### src/inc/csd_defs.svh
/*
  Constants for the configuration switch decoder: switch positions,
  APB offsets, field positions, reset values and timing counts.
  Assumes a 100 MHz system clock and a 32-bit APB register bus.
*/
`ifndef CSD_DEFS_SVH
`define CSD_DEFS_SVH

// Switch bit positions (bit 0 is switch 1)
`define CSD_SW_NODE_MSB 3
`define CSD_SW_NODE_LSB 0
`define CSD_SW_SPARE 4
`define CSD_SW_HOLD 5
`define CSD_SW_TUNE 6
`define CSD_SW_ENABLE 7
`define CSD_SW_KEYPAD 8
`define CSD_SW_SERIAL 9
`define CSD_SW_COUNT 10

`define CSD_NODE_ALL_ON 4'hF
`define CSD_NODE_ALL_OFF 4'h0

// APB register offsets (byte addresses)
`define CSD_REG_CTRL 12'h000
`define CSD_REG_NODE 12'h004
`define CSD_REG_STATUS 12'h008
`define CSD_REG_TRIM 12'h00C
`define CSD_REG_SWITCH 12'h010

// CTRL fields
`define CSD_CTRL_ENCMD 0
`define CSD_CTRL_COMBINED 1
`define CSD_CTRL_TRIM_CMD 2
`define CSD_CTRL_RESTORE_CMD 3
`define CSD_CTRL_REBOOT 4
`define CSD_CTRL_RESET 32'h0000_0000
`define CSD_NODE_RESET 4'h1

// STATUS fields
`define CSD_ST_ENABLE 0
`define CSD_ST_HOLD 1
`define CSD_ST_TUNE_BUSY 2
`define CSD_ST_SERIAL 3
`define CSD_ST_RESTORE_ALL 4
`define CSD_ST_RESTORE_KEEP 5
`define CSD_ST_NO_AUTORUN 6
`define CSD_ST_NODE_LSB 8

// Timing
`define CSD_CLK_HZ 100000000
`define CSD_SAMPLE_MS 100
`define CSD_SAMPLE_CYCLES ((`CSD_CLK_HZ / 1000) * `CSD_SAMPLE_MS)
`define CSD_TRIM_SAMPLES 16
`define CSD_TRIM_SHIFT 4

`endif

### src/inc/csd_pkg.sv
/*
  Types for the configuration switch decoder.
  Assumes csd_defs.svh is on the include path.
*/
`include "csd_defs.svh"
package csd_pkg;
  typedef struct packed {
    logic [3:0] node;
    logic serial_multidrop;
    logic restore_all;
    logic no_autorun;
    logic keypad_sel;
  } csd_boot_t;

  typedef struct packed {
    logic hold;
    logic tune;
    logic enable;
  } csd_live_t;

  typedef enum logic [1:0] {
    CSD_TRIM_IDLE,
    CSD_TRIM_RUN,
    CSD_TRIM_STORE
  } csd_trim_t;
endpackage

### src/hdl/csd_sync.sv
/*
  Two-flop level synchroniser, width parameterised.
  Assumes inputs are static levels relative to clk_sys.
*/
`timescale 1ns/1ns
`default_nettype none
module csd_sync #(
  parameter int W = 1
) (
  input wire logic clk_sys,
  input wire logic rst,
  input wire logic [W-1:0] async_in,
  output logic [W-1:0] sync_out
);
  logic [W-1:0] meta_q;

  // First stage read only by the second
  always_ff @(posedge clk_sys or posedge rst) begin
    if (rst) begin
      meta_q <= '0;
      sync_out <= '0;
    end else begin
      meta_q <= async_in;
      sync_out <= meta_q;
    end
  end
endmodule
`default_nettype wire

### src/hdl/csd_top.sv
/*
  Configuration switch decoder with APB register slave.
  Latches power-up switch settings, samples hold, tuning and enable
  switches periodically, drives enable, hold and offset trim.
  Assumes an APB master on clk_sys and a signed 14-bit analog sample.
*/
// Design decisions made here: the APB register port and the address map.
`timescale 1ns/1ns
`default_nettype none
`include "csd_defs.svh"
module csd_top
  import csd_pkg::*;
#(
  parameter int SAMPLE_CYCLES = `CSD_SAMPLE_CYCLES
) (
  input wire logic clk_sys,
  input wire logic rst,
  input wire logic [`CSD_SW_COUNT-1:0] config_switch_bank,
  input wire logic hw_enable_in,
  input wire logic [13:0] command_analog_input,
  input wire logic adc_valid,
  input wire logic psel,
  input wire logic penable,
  input wire logic pwrite,
  input wire logic [11:0] paddr,
  input wire logic [31:0] pwdata,
  output logic [31:0] prdata,
  output logic pready,
  output logic pslverr,
  output logic drive_enable,
  output logic motion_hold,
  output logic tune_start,
  output logic [3:0] node_number,
  output logic serial_multidrop,
  output logic keypad_sel,
  output logic restore_all,
  output logic restore_keep_node,
  output logic autorun_block,
  output logic [15:0] input_offset_trim
);
  logic [`CSD_SW_COUNT-1:0] sw_s;
  csd_boot_t boot_q;
  logic boot_done_q;
  csd_live_t live_q;
  csd_live_t live_prev_q;
  logic hw_en_q;
  logic hw_en_prev_q;
  logic [31:0] tick_cnt_q;
  logic tick;
  logic [31:0] ctrl_q;
  logic [3:0] soft_node_q;
  logic combined_en_q;
  logic enable_q;
  logic tune_start_q;
  logic restore_keep_q;
  csd_trim_t trim_state_q;
  logic [4:0] trim_cnt_q;
  logic [17:0] trim_acc_q;
  logic [15:0] trim_q;
  logic wr_en;
  logic rd_en;
  logic addr_ok;
  logic trim_cmd;

  // Switches are asynchronous to clk_sys
  csd_sync #(
    .W(`CSD_SW_COUNT)
  ) u_sync (
    .clk_sys(clk_sys),
    .rst(rst),
    .async_in(config_switch_bank),
    .sync_out(sw_s)
  );

  logic hw_en_s;
  csd_sync #(
    .W(1)
  ) u_sync_en (
    .clk_sys(clk_sys),
    .rst(rst),
    .async_in(hw_enable_in),
    .sync_out(hw_en_s)
  );

  // APB slave, zero wait states
  assign pready = 1'b1;
  assign wr_en = psel & penable & pwrite;
  assign rd_en = psel & ~pwrite;
  always_comb begin
    case (paddr)
      `CSD_REG_CTRL, `CSD_REG_NODE, `CSD_REG_STATUS,
      `CSD_REG_TRIM, `CSD_REG_SWITCH: addr_ok = 1'b1;
      default: addr_ok = 1'b0;
    endcase
  end
  assign pslverr = psel & penable & ~addr_ok;

  always_ff @(posedge clk_sys or posedge rst) begin
    if (rst) begin
      prdata <= 32'h0000_0000;
    end else if (rd_en && !penable) begin
      case (paddr)
        `CSD_REG_CTRL: prdata <= ctrl_q;
        `CSD_REG_NODE: prdata <= {28'h000_0000, soft_node_q};
        `CSD_REG_STATUS: prdata <= {20'h0_0000, node_number,
          1'b0, autorun_block, restore_keep_q, boot_q.restore_all,
          boot_q.serial_multidrop, (trim_state_q != CSD_TRIM_IDLE),
          live_q.hold, enable_q};
        `CSD_REG_TRIM: prdata <= {16'h0000, trim_q};
        `CSD_REG_SWITCH: prdata <= {22'h00_0000, sw_s};
        default: prdata <= 32'h0000_0000;
      endcase
    end
  end

  // Pulse bits self-clear; level bits hold
  always_ff @(posedge clk_sys or posedge rst) begin
    if (rst) begin
      ctrl_q <= `CSD_CTRL_RESET;
    end else begin
      ctrl_q[`CSD_CTRL_TRIM_CMD] <= 1'b0;
      ctrl_q[`CSD_CTRL_RESTORE_CMD] <= 1'b0;
      ctrl_q[`CSD_CTRL_REBOOT] <= 1'b0;
      if (wr_en && paddr == `CSD_REG_CTRL) begin
        ctrl_q <= {27'h000_0000, pwdata[4:0]};
      end
    end
  end
  assign combined_en_q = ctrl_q[`CSD_CTRL_COMBINED];
  assign trim_cmd = ctrl_q[`CSD_CTRL_TRIM_CMD];

  always_ff @(posedge clk_sys or posedge rst) begin
    if (rst) begin
      soft_node_q <= `CSD_NODE_RESET;
    end else if (wr_en && paddr == `CSD_REG_NODE) begin
      soft_node_q <= pwdata[3:0];
    end
  end

  // Latched once after reset or host reboot; sync needs two edges
  logic [1:0] boot_wait_q;
  always_ff @(posedge clk_sys or posedge rst) begin
    if (rst) begin
      boot_wait_q <= 2'h0;
      boot_done_q <= 1'b0;
      boot_q <= '0;
    end else if (ctrl_q[`CSD_CTRL_REBOOT]) begin
      boot_wait_q <= 2'h0;
      boot_done_q <= 1'b0;
    end else if (!boot_done_q) begin
      if (boot_wait_q != 2'h3) begin
        boot_wait_q <= boot_wait_q + 2'h1;
      end else begin
        boot_done_q <= 1'b1;
        // Switch 1 carries weight 8, so the bit order is reversed
        boot_q.node <= {sw_s[`CSD_SW_NODE_LSB], sw_s[`CSD_SW_NODE_LSB + 1],
          sw_s[`CSD_SW_NODE_LSB + 2], sw_s[`CSD_SW_NODE_MSB]};
        boot_q.serial_multidrop <= sw_s[`CSD_SW_SERIAL];
        boot_q.restore_all <=
          (sw_s[`CSD_SW_NODE_MSB:`CSD_SW_NODE_LSB] == `CSD_NODE_ALL_ON)
          && !sw_s[`CSD_SW_ENABLE];
        boot_q.no_autorun <= sw_s[`CSD_SW_HOLD] && sw_s[`CSD_SW_KEYPAD]
          && !sw_s[`CSD_SW_ENABLE];
        boot_q.keypad_sel <= sw_s[`CSD_SW_KEYPAD];
      end
    end
  end

  // Switch restore clears node too, software one keeps it
  assign node_number = (boot_q.node == `CSD_NODE_ALL_OFF
    || boot_q.node == `CSD_NODE_ALL_ON) ? soft_node_q : boot_q.node;
  assign serial_multidrop = boot_q.serial_multidrop;
  assign keypad_sel = boot_q.keypad_sel;
  assign restore_all = boot_q.restore_all & boot_done_q;
  assign autorun_block = boot_q.no_autorun & boot_done_q;

  always_ff @(posedge clk_sys or posedge rst) begin
    if (rst) begin
      restore_keep_q <= 1'b0;
    end else begin
      restore_keep_q <= ctrl_q[`CSD_CTRL_RESTORE_CMD];
    end
  end
  assign restore_keep_node = restore_keep_q;

  // Periodic sample tick
  always_ff @(posedge clk_sys or posedge rst) begin
    if (rst) begin
      tick_cnt_q <= 32'h0000_0000;
    end else if (tick) begin
      tick_cnt_q <= 32'h0000_0000;
    end else begin
      tick_cnt_q <= tick_cnt_q + 32'h0000_0001;
    end
  end
  assign tick = (tick_cnt_q == 32'(SAMPLE_CYCLES - 1));

  always_ff @(posedge clk_sys or posedge rst) begin
    if (rst) begin
      live_q <= '0;
      live_prev_q <= '0;
    end else if (tick) begin
      live_prev_q <= live_q;
      live_q.hold <= sw_s[`CSD_SW_HOLD];
      live_q.tune <= sw_s[`CSD_SW_TUNE];
      live_q.enable <= sw_s[`CSD_SW_ENABLE];
    end
  end
  // Motion logic does the controlled stop; held while switch on
  assign motion_hold = live_q.hold;

  always_ff @(posedge clk_sys or posedge rst) begin
    if (rst) begin
      hw_en_q <= 1'b0;
      hw_en_prev_q <= 1'b0;
    end else begin
      hw_en_q <= hw_en_s;
      hw_en_prev_q <= hw_en_q;
    end
  end

  // Combined mode arms the command on the second rising input
  logic both_on;
  logic in_rise;
  assign both_on = live_q.enable & hw_en_q;
  assign in_rise = hw_en_q & ~hw_en_prev_q;
  always_ff @(posedge clk_sys or posedge rst) begin
    if (rst) begin
      enable_q <= 1'b0;
    end else if (combined_en_q) begin
      if (!both_on) begin
        enable_q <= 1'b0;
      end else if (in_rise || live_prev_q.enable != live_q.enable) begin
        enable_q <= 1'b1;
      end
    end else begin
      enable_q <= both_on & ctrl_q[`CSD_CTRL_ENCMD];
    end
  end
  assign drive_enable = enable_q;

  // Tuning start on sampled enable falling while tuning armed
  always_ff @(posedge clk_sys or posedge rst) begin
    if (rst) begin
      tune_start_q <= 1'b0;
    end else begin
      tune_start_q <= (tick & live_q.enable & ~sw_s[`CSD_SW_ENABLE]
        & sw_s[`CSD_SW_TUNE] & live_q.tune) | trim_cmd;
    end
  end
  assign tune_start = tune_start_q;

  // Average zero-level samples into a correction
  always_ff @(posedge clk_sys or posedge rst) begin
    if (rst) begin
      trim_state_q <= CSD_TRIM_IDLE;
      trim_cnt_q <= 5'h00;
      trim_acc_q <= 18'h0_0000;
      trim_q <= 16'h0000;
    end else begin
      case (trim_state_q)
        CSD_TRIM_IDLE: begin
          if (tune_start_q) begin
            trim_cnt_q <= 5'h00;
            trim_acc_q <= 18'h0_0000;
            trim_state_q <= CSD_TRIM_RUN;
          end
        end
        CSD_TRIM_RUN: begin
          if (adc_valid) begin
            trim_acc_q <= trim_acc_q + {{4{command_analog_input[13]}},
              command_analog_input};
            trim_cnt_q <= trim_cnt_q + 5'h01;
            if (trim_cnt_q == 5'(`CSD_TRIM_SAMPLES - 1)) begin
              trim_state_q <= CSD_TRIM_STORE;
            end
          end
        end
        CSD_TRIM_STORE: begin
          trim_q <= 16'(-$signed(trim_acc_q[17:`CSD_TRIM_SHIFT]));
          trim_state_q <= CSD_TRIM_IDLE;
        end
        default: trim_state_q <= CSD_TRIM_IDLE;
      endcase
    end
  end
  assign input_offset_trim = trim_q;
endmodule
`default_nettype wire

### config.mk
export PLATFORM = sky130hd
export DESIGN_NAME = csd_top
export DESIGN_NICKNAME = d
export VERILOG_FILES = /design/src/inc/csd_pkg.sv /design/src/hdl/csd_sync.sv /design/src/hdl/csd_top.sv
export VERILOG_INCLUDE_DIRS = /design/src /design/src/inc
export SDC_FILE = /design/constraint.sdc
export NUM_CORES = 1
export LEC_CHECK = 0
export ABC_AREA = 1
export BUFFER_PORTS_ARGS = -buffer_cell sky130_fd_sc_hd__buf_4
export CAP_MARGIN = 20
export CORE_UTILIZATION = 34
export CTS_BUF_LIST = sky130_fd_sc_hd__clkbuf_16
export DETAILED_ROUTE_END_ITERATION = 10
export GPL_ROUTABILITY_DRIVEN = 0
export PLACE_DENSITY_LB_ADDON = 0.05
export SLEW_MARGIN = 20
export SYNTH_ARGS = -nofsm -noshare
export SYNTH_HDL_FRONTEND = slang
export SYNTH_SLANG_ARGS = --single-unit
### constraint.sdc
create_clock -name clk_sys -period 5.76 [get_ports clk_sys]
set_input_delay 0.576 -clock clk_sys [delete_from_list [all_inputs] [get_ports clk_sys]]
set_output_delay 0.576 -clock clk_sys [all_outputs]
set_load 0.01 [all_outputs]
==> flow_summary.json <==
{
  "crit_chain": "buf_4 > nor2_2 > inv_1 > nor2_2 > nand2_1 > inv_2 > nand2_1 > nand2_1 > nor2_1 > buf_4",
  "worstMarginPinSlew_ps": 787,
  "hold_viol_final": 0,
  "drv_cap": 0,
  "synthFlopType": "dfrtp_1",
  "drive_gt1_frac": 0.154,
  "clk_pin_slew_ps": 60,
  "setup_tns_ps": 0,
  "clk_latency_ps": 420,
  "die_w_microns": 153,
  "crit_buf_inv": 4,
  "synth_edf_count": 0,
  "clock_sinks": 140,
  "fin_skew_ps": 9.55,
  "violations": "DRC",
  "ys_warn_count": 0,
  "synthTopCellsByArea": "dfrtp_1 45%, nand2_1 13%, inv_1 6.1%, nand3_1 4.5%, nor2_1 4.5%",
  "drv_slew": 0,
  "yosysTopAreaCell": "dfrtp_1",
  "grt_overflow": 0,
  "start_util": 0.350,
  "wirelength_microns": 20000,
  "hp-class": "in -> reg",
  "io_pins": 137,
  "fmax_mhz": 412,
  "yosysSeqAreaShare": 0.455,
  "grt_pass1_vias": 6306,
  "die_area_sq_mm": 0.0233,
  "ys_ff_latch": 140,
  "worst-path-max-fanout": 14,
  "power_leakage_nw": 4.68,
  "die_h_microns": 153,
  "rsz0062_at_grt": "false",
  "async_flop_share": 1.00,
  "yosysUniqueCellTypes": 46,
  "path_class": "in -> out",
  "fillers": 2259,
  "end_kind": "output port",
  "cts_buffers": 17,
  "avgViaCountPerCell": 4.68,
  "cpMostUsedCell": "nand2_1",
  "drc": 8,
  "utilization": 0.420,
  "cts_hold_buffers": 0,
  "setup_violations": 0,
  "htreeDepth": 4,
  "min_period_ps": 2430,
  "drt.antenna.violating_nets": 0,
  "finalCritPeriodShare": 0.422,
  "synth_area_per_cell_sq_um": 7.88,
  "max_stage_delay_ps": 390,
  "relSlewSlack": 0.475,
  "core-area_sq_mm": 0.0220,
  "post-cts-setup-buffers": 0,
  "peakVddDrop_v": 0.000172,
  "final_common_cell": "nand2_1",
  "drt_iter0_drc": 428,
  "cts_tree": "built",
  "synthCells": 978,
  "layout.nets": 1176,
  "grt_util_all_layers": 0.179,
  "diodes": 0,
  "wl_per_cell_microns": 14.6,
  "p_per_area_mw_per_mm2": 329,
  "netlist_area_sq_mm": 0.00771,
  "cp-start-kind": "primary input",
  "cp_data_required_time_ps": 5180,
  "grt_max_degree": 87,
  "io_buffer_count": 92,
  "num_rows": 54,
  "clock-root-buffer": "clkbuf_16",
  "max-clock-path-buffers": 2,
  "arrival_ps": 1850,
  "layout_common_cells": "260 x nand2_1, 139 x dfrtp_1, 124 x inv_1",
  "antenna_found_initial": 0,
  "grt_pass1_wl_microns": 32900,
  "crit_family": "simple AND/OR/NAND/NOR gates",
  "detailed_place_hpwl_microns": 15400,
  "post_cts_resized": 0,
  "status": "finished, violations left",
  "synth.top_cell.area_share": 0.451,
  "drt-pass1-iter-count": 7,
  "slowest_stage": "nor2_2",
  "vias": 6409,
  "area_growth_pct": 20.0
}
==> flip-flops by register name (all words and copies together) (netlist names), 4 cells and up <==
name and cells:
tick_cnt_q 32, trim_acc_q 18, input_offset_trim 16, prdata 16, u_sync.meta_q 10, u_sync.sync_out 10
boot_q 6, ctrl_q 5, trim_cnt_q 5, soft_node_q 4
==> area by class of cell <==
class	count	area, sq um	area share
Multi-Input combinational cell	693	3580	0.387
Timing Repair Buffer	94	706	0.0763
Inverter	132	500	0.0541
Clock inverter	14	178	0.0192
Clock buffer	17	425	0.0460
Sequential cell	140	3500	0.379
Tap cell	280	350	0.0379
==> power breakdown <==
| group | internal (W) | total, W | switching [W] |
|---|---|---|---|
| clock | 0.000715 | 0.00113 | 0.000412 |
| combinational | 0.000280 | 0.000760 | 0.000480 |
| sequential | 0.00107 | 0.00116 | 0.0000900 |
==> logic make-up after synthesis <==
family / after synthesis / synth area share
other: 2 / 0.000974
XOR/XNOR: 33 / 0.0375
adder cells (fa/ha/maj): 23 / 0.0383
AO/OA/AOI/OAI: 95 / 0.0698
flip-flops: 140 / 0.455
buffers and inverters: 160 / 0.0878
AND/OR/NAND/NOR: 525 / 0.311
==> metal layers <==
layer | vias to the layer above | global-route usage | part of all wire
met5 | - | 0 | 0
met4 | 0 | 0.0625 | 0.0096
li1 | 3338 | - | -
met3 | 11 | 0.0301 | 0.038
met1 | 2931 | 0.251 | 0.51
met2 | 129 | 0.278 | 0.44
==> synth_stat cells (2+ instances only) <==
| cell | n |
|---|---|
| nand2_1 | 260 |
| dfrtp_1 | 139 |
| inv_1 | 125 |
| nor2_1 | 92 |
| nand3_1 | 70 |
| o21ai_0 | 40 |
| nand4_1 | 31 |
| xor2_1 | 28 |
| ha_1 | 22 |
| a21oi_1 | 21 |
| nor3_1 | 19 |
| buf_4 | 17 |
| nor2_2 | 10 |
| nand3b_1 | 8 |
| inv_2 | 7 |
| nor3_2 | 7 |
| o31ai_1 | 7 |
| clkbuf_1 | 6 |
| o21ai_1 | 6 |
| a31oi_1 | 5 |
| nand3_2 | 5 |
| or2_2 | 5 |
| xnor2_1 | 5 |
| a21boi_1 | 4 |
| buf_2 | 4 |
| nor2_4 | 4 |
| o22ai_1 | 4 |
| nand2_2 | 3 |
| and3_1 | 2 |
| conb_1 | 2 |
| nor3_4 | 2 |
| nor3b_1 | 2 |
| nor4_1 | 2 |
| o211ai_1 | 2 |
==> worst paths after layout <==
check	depth (start not counted)	slack, ps	to	startpoint
setup / recovery	10	3330	pslverr	paddr[7]
hold / removal	1	270	u_sync.meta_q[1]$_DFF_PP0_	config_switch_bank[1]
setup reg to reg	7	3430	trim_cnt_q[4]$_DFFE_PP0P_	trim_state_q[1]$_DFFE_PP0P_
hold reg to reg	0	350	u_sync.sync_out[6]$_DFF_PP0_	u_sync.meta_q[6]$_DFF_PP0_
max in group asynchronous	3	4210	u_sync.sync_out[0]$_DFF_PP0_	rst
min in group asynchronous	2	310	tick_cnt_q[1]$_DFF_PP0_	rst
==> stage by stage <==
step	hold WS, ps	cell area, sq um	instances	setup slack (ps)	power (W)
after CTS	240	9250	1370	3360	0.00309
after detailed placement	335	8640	1339	3250	0.00194
after global routing	238	9250	1370	3190	0.00327
final	265	9250	1370	3330	0.00304
after floorplan	331	7760	993	1430	0.00173
after global placement	332	8640	1339	3220	0.00194
Power figures use the tool's default switching activity.
